`src/inc/boot_mode_params.svh`:
```
// Purpose: timing counts and reset values for boot mode select and reset entry
// Assumes: single core clock at 200 MHz
// Notes:   definitions only
`ifndef BOOT_MODE_PARAMS_SVH
`define BOOT_MODE_PARAMS_SVH

// ************************************************************
// clock and timing
// ************************************************************
`define CLK_PERIOD_PS      5000
`define RESET_VECTOR_W     32
`define RESET_VECTOR_VAL   32'h0000_0000
`define STRAP_SETTLE_NS    20
`define STRAP_SETTLE_CYC   ((`STRAP_SETTLE_NS * 1000 + `CLK_PERIOD_PS - 1) / `CLK_PERIOD_PS)
`define SETTLE_CNT_W       4

`endif

```
`src/inc/boot_mode_pkg.sv`:
```
// Purpose: types for boot mode select and reset entry
// Assumes: included constants header for numbers
// Notes:   enumerations and the strap bundle struct only
package boot_mode_pkg;

    // ************************************************************
    // boot source decode
    // ************************************************************
    typedef enum logic [2:0]
    {
        BOOT_EPROM,
        BOOT_HOST,
        BOOT_LINK,
        BOOT_NONE,
        BOOT_RESERVED
    } boot_mode_t;

    // strap sample carried as one bundle
    typedef struct packed
    {
        logic eprom_boot;
        logic link_boot;
        logic select_in;
    } strap_t;

    // reset entry sequence
    typedef enum logic [1:0]
    {
        SEQ_RESET,
        SEQ_SETTLE,
        SEQ_RUN
    } seq_state_t;

endpackage : boot_mode_pkg

```
`src/core/boot_mode_select_reset.sv`:
```
// Purpose: boot mode capture, chip select pin control and reset entry
// Assumes: straps hardwired; core_clk is the external input clock
// Notes:   chip select low the cycle after a bus master eprom boot fetch request while running
//
// Function
// RULE_01: eprom strap high selects 8-bit eprom boot
// RULE_02: eprom mode drives select pin as chip select
// RULE_03: straps 0 0 1 select host boot
// RULE_04: straps 0 1 1 select link boot
// RULE_05: select low means execute external memory
// RULE_06: system never applies reserved strap combinations
// RULE_07: only bus master drives select output
// RULE_08: select pin three-state only in eprom mode
// RULE_09: straps should be hardwired by system
// RULE_10: reset gives known state, reset vector
// RULE_11: system holds reset low at power-up
// RULE_12: system pulses or holds test reset low
// RULE_13: one instruction cycle per input clock
// RULE_14: input clock never halted or slowed
// RULE_15: straps sampled in reset, held afterwards
`timescale 1ns/1ps
`include "boot_mode_params.svh"

module boot_mode_select_reset
    import boot_mode_pkg::*;
#(
    parameter int unsigned SETTLE_CYC = `STRAP_SETTLE_CYC
)
(
    input  wire logic                        core_clk,
    input  wire logic                        rst_n,
    input  wire logic                        test_rst_n,
    input  wire logic                        eprom_boot_strap,
    input  wire logic                        link_boot_strap,
    input  wire logic                        boot_memory_select_n_in,
    output logic                             boot_memory_select_n_out,
    output logic                             boot_memory_select_n_oe,
    input  wire logic                        bus_master,
    input  wire logic                        boot_fetch_req,
    output boot_mode_t                       boot_mode,
    output logic                             mode_reserved,
    output logic                             core_run,
    output logic                             fetch_valid,
    output logic [`RESET_VECTOR_W-1:0]       fetch_addr,
    output logic                             test_logic_ready
);

    // ************************************************************
    // reset release
    // ************************************************************
    logic       rst_meta;
    logic       rst_sync_n;

    // async assert, two-stage release so every flop leaves reset together
    always_ff @(posedge core_clk or negedge rst_n)
    begin
        if (!rst_n)
        begin
            rst_meta   <= 1'b0;
            rst_sync_n <= 1'b0;
        end
        else
        begin
            rst_meta   <= 1'b1;
            rst_sync_n <= rst_meta;
        end
    end

    // ************************************************************
    // strap capture
    // ************************************************************
    strap_t     straps_now;
    boot_mode_t decoded;
    logic       in_reset;

    assign straps_now = '{eprom_boot: eprom_boot_strap,
                          link_boot:  link_boot_strap,
                          select_in:  boot_memory_select_n_in};

    boot_strap_decode u_decode
    (
        .straps (straps_now),
        .mode   (decoded)
    );

    assign in_reset = !rst_sync_n;

    // sampled by the clock while reset is held, frozen after; never loaded
    // from a port in the async branch
    always_ff @(posedge core_clk)
    begin
        if (in_reset)
        begin
            boot_mode     <= decoded;                       // [RULE_15]
            mode_reserved <= (decoded == BOOT_RESERVED);    // [RULE_06]
        end
    end

    // ************************************************************
    // reset entry sequence
    // ************************************************************
    seq_state_t                 state;
    logic [`SETTLE_CNT_W-1:0]   settle;

    // settle window delays execution after reset release; the straps are already frozen by then
    always_ff @(posedge core_clk or negedge rst_sync_n)
    begin
        if (!rst_sync_n)
        begin
            state  <= SEQ_RESET;                            // [RULE_10]
            settle <= '0;
        end
        else
        begin
            unique case (state)
                SEQ_RESET:
                begin
                    state  <= SEQ_SETTLE;
                    settle <= '0;
                end
                SEQ_SETTLE:
                begin
                    if (settle >= `SETTLE_CNT_W'(SETTLE_CYC - 1))
                        state <= SEQ_RUN;
                    else
                        settle <= settle + `SETTLE_CNT_W'(1);
                end
                SEQ_RUN:
                    state <= SEQ_RUN;
            endcase
        end
    end

    // ************************************************************
    // execution start and fetch
    // ************************************************************
    // reserved straps never start execution
    always_ff @(posedge core_clk or negedge rst_sync_n)
    begin
        if (!rst_sync_n)
        begin
            core_run    <= 1'b0;
            fetch_valid <= 1'b0;
            fetch_addr  <= `RESET_VECTOR_VAL;               // [RULE_10]
        end
        else if (state == SEQ_RUN && !mode_reserved)
        begin
            core_run    <= 1'b1;
            fetch_valid <= 1'b1;                            // [RULE_13]
            if (core_run)
                fetch_addr <= fetch_addr + `RESET_VECTOR_W'(1); // [RULE_13]
        end
    end

    // ************************************************************
    // boot memory select pin
    // ************************************************************
    // pin is input unless eprom mode; then only bus master drives it
    always_ff @(posedge core_clk or negedge rst_sync_n)
    begin
        if (!rst_sync_n)
        begin
            boot_memory_select_n_out <= 1'b1;
            boot_memory_select_n_oe  <= 1'b0;
        end
        else
        begin
            boot_memory_select_n_oe  <= (boot_mode == BOOT_EPROM) && bus_master; // [RULE_07] [RULE_08]
            boot_memory_select_n_out <= !((boot_mode == BOOT_EPROM) && bus_master
                                          && boot_fetch_req && core_run);        // [RULE_02]
        end
    end

    // ************************************************************
    // test logic reset
    // ************************************************************
    // ready once the system has pulsed or held test reset low
    always_ff @(posedge core_clk or negedge rst_sync_n)
    begin
        if (!rst_sync_n)
            test_logic_ready <= 1'b0;
        else if (!test_rst_n)
            test_logic_ready <= 1'b1;                       // [RULE_12]
    end
endmodule : boot_mode_select_reset

```
`src/core/boot_strap_decode.sv`:
```
// Purpose: combinational decode of the three boot straps
// Assumes: straps are static while sampled
// Notes:   reserved combinations map to their own code
`timescale 1ns/1ps
`include "boot_mode_params.svh"

module boot_strap_decode
    import boot_mode_pkg::*;
(
    input  wire strap_t     straps,
    output boot_mode_t      mode
);

    // ************************************************************
    // decode
    // ************************************************************
    // eprom high with link low wins, then link and select pick the rest
    always_comb
    begin
        mode = BOOT_RESERVED;
        if (straps.eprom_boot)
        begin
            if (!straps.link_boot)
                mode = BOOT_EPROM;                          // [RULE_01] [RULE_02]
        end
        else if (!straps.select_in)
        begin
            if (!straps.link_boot)
                mode = BOOT_NONE;                           // [RULE_05]
        end
        else if (straps.link_boot)
            mode = BOOT_LINK;                               // [RULE_04]
        else
            mode = BOOT_HOST;                               // [RULE_03]
    end

endmodule : boot_strap_decode

```
`config.mk`:
```
export PLATFORM = sky130hd
export DESIGN_NAME = boot_mode_select_reset
export DESIGN_NICKNAME = d
export VERILOG_FILES = /design/src/inc/boot_mode_pkg.sv /design/src/core/boot_mode_select_reset.sv /design/src/core/boot_strap_decode.sv
export VERILOG_INCLUDE_DIRS = /design/src /design/src/inc
export SDC_FILE = /design/constraint.sdc
export NUM_CORES = 1
export LEC_CHECK = 0
export ABC_CLOCK_PERIOD_IN_PS = 3800
export BUFFER_PORTS_ARGS = -buffer_cell sky130_fd_sc_hd__buf_2
export CAP_MARGIN = 20
export CORE_UTILIZATION = 35
export DETAILED_ROUTE_END_ITERATION = 16
export HOLD_SLACK_MARGIN = 0.06
export SETUP_SLACK_MARGIN = 0.3
export SYNTH_ARGS = -nofsm -noshare
export SYNTH_HDL_FRONTEND = slang
export SYNTH_SLANG_ARGS = --single-unit
```
`constraint.sdc`:
```
create_clock -name core_clk -period 3.8 [get_ports core_clk]
set_clock_uncertainty 0.1 [all_clocks]
set_input_delay 0 -clock core_clk [delete_from_list [all_inputs] [get_ports core_clk]]
set_output_delay 0 -clock core_clk [all_outputs]
set_load 0.01 [all_outputs]
```
=== Yosys cells after proc, flatten, opt, wreduce, memory -nomap -nowiden ===
Cells that the tools add are included.
W data, S select, Z words.

* Register bits after elaboration: 48
* Bits in latches: 0
* RAM bits: 0
* Bits in read-only memories: 0
* Input bits: 8
* Output and inout bits: 41
* Logic and storage cells: 39
* Memories kept: 0

* $add $sub $neg: 2
* Multipliers: 0
* Divide/modulo/power cells: 0
* $lt $le $gt $ge: 1
* Equality and inequality tests: 5
* Shifts and indexed selects: 0
* Mux-type cells: 9
* Bitwise gates (word level): 0
* Reductions and logical operators: 11

{| class="wikitable"
|+ Operators by type and width
! cell !! number
|-
| $add A32 B1 Y32 const B || 1
|-
| $mux W3 || 4
|-
| $pmux W4 S2 || 1
|-
| $pmux W2 S3 || 1
|-
| $add A4 B1 Y4 const B || 1
|-
| $ge A4 B2 Y1 const B || 1
|-
| $logic_and A1 B1 Y1 || 4
|-
| $mux W2 || 2
|-
| $mux W4 || 1
|-
| $ne A2 B2 Y1 const B || 2
|-
| $reduce_and A2 Y1 || 2
|-
| $eq A3 B3 Y1 const B || 1
|-
| $logic_not A3 Y1 || 1
|-
| $eq A2 B1 Y1 const B || 1
|-
| $eq A2 B2 Y1 const B || 1
|-
| $logic_not A1 Y1 || 2
|-
| $logic_not A2 Y1 || 1
|-
| $reduce_bool A2 Y1 || 1
|}

=== Depth between registers and ports, before layout ===
Gate-level depths: netlist of the first run.

* Depth after elaboration: 5
* Gate-level depth with buffers: 7
* Depth with buffers taken out: 6

=== By module ===
Synthesis of the first run repeated with hierarchy kept, for this count alone.

* Cells, all modules: 179
* Area, all modules: 2,107.0 µm²

{| class="wikitable"
|+ By module, submodules not included
! module !! times used !! cells each !! area an instance (µm²) !! sequential area each (µm²)
|-
| boot_mode_select_reset || 1 || 174 || 2,063.2 || 1,222.4
|-
| boot_strap_decode || 1 || 5 || 43.8 || 0.0
|}

=== Worst setup path before layout of the first run ===
OpenSTA, ideal clock, no wires.

* Kind: register -> register
* Start point: register state[0]
* End point: register fetch_addr[29]
* Library setup time: 0.079 ns
* Data arrival time: 1.879 ns
* Data required time: 3.621 ns
* Path slack: 1.742 ns
* Cell stages (with the launch flop): 8
* Path buffers: 1
* Period minus slack after synthesis: 2.058 ns
* Cells stage by stage: dfrtp_1 -> inv_1 -> ha_1 -> nand3b_1 -> or4_1 -> buf_2 -> nor4_2 -> xor2_1

* Cells in the longest elaborated chain, start to end: 3

{| class="wikitable"
|+ Ends and longest elaborated chain
! what !! line !! text
|-
| from (decl) || boot_mode_select_reset.sv:102 || <nowiki>seq_state_t state;</nowiki>
|-
| from (signal assigned) || boot_mode_select_reset.sv:110 || <nowiki>state <= SEQ_RESET;</nowiki>
|-
| from (signal assigned) || boot_mode_select_reset.sv:118 || <nowiki>state <= SEQ_SETTLE;</nowiki>
|-
| from (signal assigned) || boot_mode_select_reset.sv:124 || <nowiki>state <= SEQ_RUN;</nowiki>
|-
| $eq A2 B2 Y1 || boot_mode_select_reset.sv:146 || <nowiki>else if (state == SEQ_RUN && !mode_reserved)</nowiki>
|-
| $logic_and A1 B1 Y1 || boot_mode_select_reset.sv:146 ||
|-
| $reduce_and A2 Y1 (no line) || n/a ||
|-
| to (signal assigned) || boot_mode_select_reset.sv:144 || <nowiki>fetch_addr <= `RESET_VECTOR_VAL;</nowiki>
|-
| to (signal assigned) || boot_mode_select_reset.sv:151 || <nowiki>fetch_addr <= fetch_addr + `RESET_VECTOR_W'(1);</nowiki>
|-
| to (decl) || boot_mode_select_reset.sv:44 || <nowiki>output logic [`RESET_VECTOR_W-1:0] fetch_addr,</nowiki>
|}

No other way between the ends.
A chain may end at the register's enable or synchronous reset.

=== Worst setup path in the final report of the first run ===
Ends and elaborated chain as after synthesis.

==> results of run 1 <==
## layer usage
metal | vias to the layer above | share of wire [%]
met5 | - | 0
met4 | 0 | 1.6
met3 | 7 | 4.8
met2 | 38 | 46
met1 | 723 | 48
li1 | 719 | -
## repair_timing
action / in CTS / in global routing
hold buffers: 9 / 0
endpoints found under the hold margin: 9 / 0
setup endpoints to repair: 0 / 0
## registers in the layout (all words and copies together) (netlist names), 2 cells and up
| name | count |
|---|---|
| boot_mode | 3 |
| fetch_addr | 32 |
| state | 2 |
| settle | 4 |
## critical path: stages, from the launching register on
cell and delay [ps]:
dfrtp_1 400, inv_1 80, ha_1 190, nand3b_1 220, or4_1 700, nor4_2 340, xor2_1 160
## report_power, final
part           switching [mW]  internal (mW)  total (mW)
clock network           0.173          0.129       0.302
registers              0.0494          0.558       0.607
logic                  0.0824         0.0733       0.156
total                   0.305          0.760        1.06
## cell families (layout without fill, tap and decap cells)
logic type | Yosys count | count (layout) | synth area share (%)
adder cells (fa/ha/maj) | 6 | 6 | 3.53
multiplexers | 2 | 2 | 1.06
AND/OR/NAND/NOR | 69 | 69 | 21.0
XOR/XNOR | 31 | 31 | 12.8
flip-flops | 48 | 48 | 57.5
other | 1 | 1 | 0.177
buffers and inverters | 11 | 73 | 2.18
AO/OA/AOI/OAI | 6 | 6 | 1.77
## final cells by class
class | instances | share of cell area [%]
Clock inverter | 3 | 0.715
Multi-Input combinational cell | 115 | 32.6
Inverter | 7 | 1.00
Clock buffer | 5 | 2.62
Sequential cell | 48 | 46.6
Timing Repair Buffer | 58 | 12.9
Tap cell | 75 | 3.57
## worst min-delay path by stage
stage	start	end	slack (ps)	cells after the start
floorplan	rst_n	rst_meta	-400	0
global placement	rst_n	rst_meta	-310	1
detailed placement	rst_n	rst_meta	-310	1
CTS	boot_memory_select_n_in	boot_mode[1]	100	4
global route	boot_memory_select_n_in	boot_mode[1]	130	4
finish	boot_memory_select_n_in	boot_mode[1]	120	4
## placed cells by master (no fill, tap or decap), drive strengths merged
cell / count
clkbuf: 5
and3: 5
or4: 1
nor4b: 2
or4b: 2
nor3: 4
xor2: 13
nor4: 7
and2: 4
edfxtp: 4
conb: 1
nand3b: 1
nand4: 7
nand4b: 1
o21a: 2
ha: 6
a21o: 1
xnor2: 18
clkinv: 3
dfrtp: 43
nor2b: 2
nand2: 12
mux2: 2
nor2: 4
and4: 3
dfstp: 1
nand2b: 2
buf: 49
dlygate4sd3: 9
nand3: 12
o21ai: 3
inv: 7
==> results.md, run 1 <==
- Port Buffers: 48
- Critical path required time: 3930 ps
- Final setup violation count: 0
- Top cells by count, synth: dfrtp_1 (43), xnor2_1 (18), xor2_1 (13)
- 1st-iter DRT viols: 40
- Hold Slack: 118 ps
- Total grt overflow: 0
- Number of synthesized flops with an enable pin: 4
- Post-Layout Cell Count: 311
- Worst setup path start: state[0]
- Global placement routability congestion: 0.691
- Count leader, synth: dfrtp_1
- GR Util met3: 3.31%
- Vias in the first global route: 1474
- GR peak layer: met2
- Hold WC Path Type: input pin to flop
- R2r startpoint: state[0]
- Area leader, netlist: dfrtp_1
- Outcome: finished clean
- P_leak: 1.30 nW
- Main synth FF type: dfrtp_1
- Async SR Flop Fraction: 91.7%
- Syn Nets: 188
- Drt drc: 0
- Nets@finish: 249
- I/O pins: 49
- F_max: 443 MHz
- RSZ-0062 raised after global routing: false
- Fill cell count: 564
- Pre-CTS setup slack: 1550 ps
- Vias/cell: 4.78
- Reg clk slew, reported paths: 90 ps
- Fin util: 44.6%
- Post-DP HPWL: 2.73 mm
- Synth top area share: 50.6%
- Count of cell types in the netlist: 35
- Yosys warns: 0
- Core area: 0.00589 mm²
- First-pass GRT wire length: 6.58 mm
- H-Tree Depth: 2
- Max-slew headroom: 55.3%
- Reg2Reg Capture Point: fetch_addr[29]
- Worst setup SP type: flop
- Reg2reg setup slack: 1540 ps
- First-pass detailed-route iteration total: 4
- Root Driver: clkbuf_8
- Synthesized cell area: 0.00212 mm²
- Final hold vios: 0
- Worst-Skew Late Latency: 300 ps
- ANT nets after route: 0
- Initial Util: 36.1%
- Register-to-Register Path Depth: 6
- Seq/Total Area, Yosys: 57.5%
- CTS Buffer Depth: 2
- Synth-to-layout area growth: 23.6%
- Power density over the cells: 406 mW/mm²
- Die area: 0.00639 mm²
- Floorplan row count: 28
- Final instance area: 0.00263 mm²
- #FFs+latches synth: 48
- Top post-synthesis cells by area: dfrtp_1 (51%), xnor2_1 (7.4%), edfxtp_1 (5.7%)
- CP Max Fanout: 6
- Maximum number of pins on one net before global-route repair: 43
- Minimum period implied by the final worst setup slack: 2260 ps
- Register area: 0.00122 mm²
- WL/cell: 12.5 µm
- Worst Path Arrival: 2390 ps
- Ant diodes: 0
- Tcrit/Tclk final: 59.4%
- Placed insts: 294
- Layout cells sized above 1: 29.7%
- Initial antenna violation count: 0
- DIE WIDTH: 79.9 µm
- Setup bufs post-CTS: 0
- Vias: 1487
- Total power: 1.06 mW
- Setup_tns: 0 ps
- Post-CTS Resized: 0
- Max-slew violations: 0
- Crit path capture: fetch_addr[29]
- Worst Setup End Kind: flop
- Chip height: 79.9 µm
- Setup CP Type: flop to flop
- Mean Syn Cell Area: 12.2 µm²
- Multi-input gate area: 856 µm²
- DP Area: 0.00245 mm²
- CTS sink cnt: 48
- CTS tree: built
- Grt met1 use: 16.8%
- Met2 Usage GRT: 22.0%
- Synth Instances: 174
- Worst vdd ir: 0.287 mV
- Max_cap viols: 0
- GRT Util Overall: 13.5%
- Setup ws final: 1540 ps
- Worst-Margin Slew: 665 ps
- Inserted Clock Buffers: 5
- Post-Route WL: 3.89 mm
No activity file was read; power rests on OpenSTA's default activity.
==> inputs of run 2 (changes only) <==
--- a/config.mk
+++ b/config.mk
@@ -6,7 +6,7 @@
 export SDC_FILE = /design/constraint.sdc
 export NUM_CORES = 1
 export LEC_CHECK = 0
-export ABC_CLOCK_PERIOD_IN_PS = 3800
+export ABC_CLOCK_PERIOD_IN_PS = 2000
 export BUFFER_PORTS_ARGS = -buffer_cell sky130_fd_sc_hd__buf_2
 export CAP_MARGIN = 20
 export CORE_UTILIZATION = 35
==> constraint.sdc (replaced) <==
create_clock -name core_clk -period 2 [get_ports core_clk]
set_clock_uncertainty 0.1 [all_clocks]
set_input_delay 0 -clock core_clk [delete_from_list [all_inputs] [get_ports core_clk]]
set_output_delay 0 -clock core_clk [all_outputs]
set_load 0.01 [all_outputs]
==> run 2 against run 1 <==
Effect of this change: via count is 3.0% higher; worst setup slack worse by 1400 ps; critical path depth is 1 lower; first-iteration DRC count is 50% higher; flip-flop and latch count stayed put; critical path type unchanged.
==> results.md, run 2 (same netlist as run 1, synthesis figures left out) <==
- Biggest register: fetch_addr (unchanged)
- WHS Endpoint: boot_mode[1] (unchanged)
- P_leak: 1.57 nW (was 1.30 nW)
- Core area: 0.00589 mm² (unchanged)
- CP max stage cell: or4b_4 (was or4_1)
- Worst-path cell chain: ha_1 -> nand4b_1 -> or4b_4 -> nor3_4 -> xor2_1 (was inv_1 -> ha_1 -> nand3b_1 -> or4_1 -> nor4_2 -> xor2_1)
- Critical path required time: 2130 ps (was 3930 ps)
- Worst setup SP type: flop (unchanged)
- 1st-iter DRT viols: 60 (was 40)
- Delay-heaviest family, CP: simple AND/OR/NAND/NOR gates (unchanged)
- Hold WC Path Type: input pin to flop (unchanged)
- H-Tree Depth: 2 (unchanged)
- Setup CP Type: flop to flop (unchanged)
- Fin util: 51.0% (was 44.6%)
- DIE WIDTH: 79.9 µm (unchanged)
- Number of buffers and inverters on the critical path: 0 (was 1)
- Setup ws final: 133 ps (was 1540 ps)
- CP Max Fanout: 4 (was 6)
- Maximum number of pins on one net before global-route repair: 43 (unchanged)
- Reg2Reg Capture Point: fetch_addr[26] (was fetch_addr[29])
- CTS sink cnt: 48 (unchanged)
- Reg clk slew, reported paths: 90 ps (about the same)
- I/O pins: 49 (unchanged)
- CTS tree: built (unchanged)
- First-pass detailed-route iteration total: 5 (was 4)
- Final hold vios: 0 (unchanged)
- Post-Route WL: 4.36 mm (was 3.89 mm)
- Minimum period implied by the final worst setup slack: 1870 ps (was 2260 ps)
- Vias/cell: 4.68 (was 4.78)
- Worst Hold Launch: boot_memory_select_n_in (unchanged)
- Initial Util: 36.1% (unchanged)
- Root Driver: clkbuf_8 (unchanged)
- R2r startpoint: fetch_addr[0] (was state[0])
- Initial antenna violation count: 0 (unchanged)
- First-pass GRT wire length: 7.09 mm (was 6.58 mm)
- Max reg flops: 32 (unchanged)
- Max_cap viols: 0 (unchanged)
- CTS Buffer Depth: 2 (unchanged)
- Layout cells sized above 1: 43.3% (was 29.7%)
- Drt drc: 0 (unchanged)
- Vias in the first global route: 1523 (was 1474)
- Register-to-Register Path Depth: 5 (was 6)
- Most common cell after layout, fill and taps aside: buf_2 (unchanged)
- Port Buffers: 48 (unchanged)
- Final setup violation count: 0 (unchanged)
- Total grt overflow: 0 (unchanged)
- Outcome: finished clean (unchanged)
- Reg2reg setup slack: 130 ps (was 1540 ps)
- Max-slew headroom: 64.7% (was 55.3%)
- Worst Path Arrival: 2000 ps (was 2390 ps)
- Max-slew violations: 0 (unchanged)
- Floorplan row count: 28 (unchanged)
- Synth-to-layout area growth: 41.4% (was 23.6%)
- Final instance area: 0.00300 mm² (was 0.00263 mm²)
- Nets@finish: 265 (was 249)
- Worst-Margin Slew: 529 ps (was 665 ps)
- RSZ-0062 raised after global routing: true (was false)
- Chip height: 79.9 µm (unchanged)
- Top flop regs: fetch_addr (32), settle (4), boot_mode (3) (unchanged)
- Die area: 0.00639 mm² (unchanged)
- WL/cell: 13.3 µm (was 12.5 µm)
- Tcrit/Tclk final: 93.3% (was 59.4%)
- Max incr delay on CP: 610 ps (was 700 ps)
- Worst vdd ir: 0.460 mV (was 0.287 mV)
- Pre-CTS setup slack: 47.8 ps (was 1550 ps)
- Hold Path Stages: 4 (unchanged)
- Setup_tns: 0 ps (unchanged)
- Worst Setup End Kind: flop (unchanged)
- Most frequent cells in the layout: buf_2 (48), dfrtp_1 (42), xnor2_1 (16), xor2_1 (13), buf_4 (13) (was buf_2 (48), dfrtp_1 (42), xnor2_1 (18), xor2_1 (13))
- GRT Util Overall: 14.6% (was 13.5%)
- Ant diodes: 0 (unchanged)
- Vias: 1531 (was 1487)
- Worst-Skew Late Latency: 300 ps (about the same)
- ANT nets after route: 0 (unchanged)
- F_max: 536 MHz (was 443 MHz)
- Post-DP HPWL: 2.93 mm (was 2.73 mm)
- Inserted Clock Buffers: 5 (unchanged)
- DP Area: 0.00255 mm² (was 0.00245 mm²)
- Power density over the cells: 759 mW/mm² (was 406 mW/mm²)
- Global placement routability congestion: 0.710 (was 0.691)
- Hold Slack: 89.7 ps (was 118 ps)
[run 2: cell types whose count changed in the layout (fill, tap and decap cells not counted), moves of 3 or more]
cell	previous run	this run
nor3_1	3	0
buf_4	1	13
nor4_4	0	6
nand3_2	0	4
nor4_2	5	1
buf_6	0	6
nand3_1	12	6
[run 2: worst max-delay path by stage]
stage / from / to / slack [ps] / cells past startpoint
floorplan: state[0] / fetch_addr[25] / 20 / 7
global placement: state[0] / fetch_addr[29] / 100 / 7
detailed placement: state[0] / fetch_addr[25] / 50 / 7
CTS: state[0] / fetch_addr[30] / 160 / 6
global route: state[0] / fetch_addr[30] / 20 / 6
finish: fetch_addr[0] / fetch_addr[26] / 130 / 5
[run 2: where the power goes]
part | total [mW] | internal (mW) | switching [mW]
logic | 0.394 | 0.191 | 0.203
registers | 1.15 | 1.06 | 0.0875
clock network | 0.740 | 0.409 | 0.331
total | 2.28 | 1.66 | 0.621
[run 2: worst register-to-register path: cells and delay by family (launching register included)]
family	cells	cell delay (ps)
XOR/XNOR	1	150
adder cells (fa/ha/maj)	1	180
flip-flops	1	430
AND/OR/NAND/NOR	3	950
[run 2: final cells by class]
cell class | instances | area, µm²
fillers | 535 | 2880
clock inverters | 2 | 38.8
well taps | 75 | 93.8
flip-flops and latches | 48 | 1220
repair buffers | 74 | 475
multi-input cells | 115 | 1060
inverters | 7 | 26.3
clock buffers | 6 | 82.6
[run 2: repair_timing]
item / 4_1_cts / 5_1_grt
buffers inserted: 6 / 5
hold buffers: 7 / 0
gates resized for setup: 16 / 18
endpoints found under the setup margin: 25 / 26
endpoints found under the hold margin: 9 / 0
pin swaps: 9 / 19
[run 2: through the flow]
stage          cells  total power [mW]
6_report         327              2.28
3_5_place_dp     301              1.48
3_3_place_gp     301              1.48
5_1_grt          327              2.40
2_1_floorplan    174              1.33
4_1_cts          322              2.28
[run 2: per-layer routing]
| layer | track usage [%] | vias to the layer above | wire length (µm) |
|---|---|---|---|
| met5 | 0 | - | 0 |
| li1 | - | 760 | - |
| met2 | 23.2 | 35 | 2070 |
| met3 | 4.11 | 7 | 189 |
| met1 | 19.0 | 729 | 2040 |
| met4 | 4.82 | 0 | 55 |
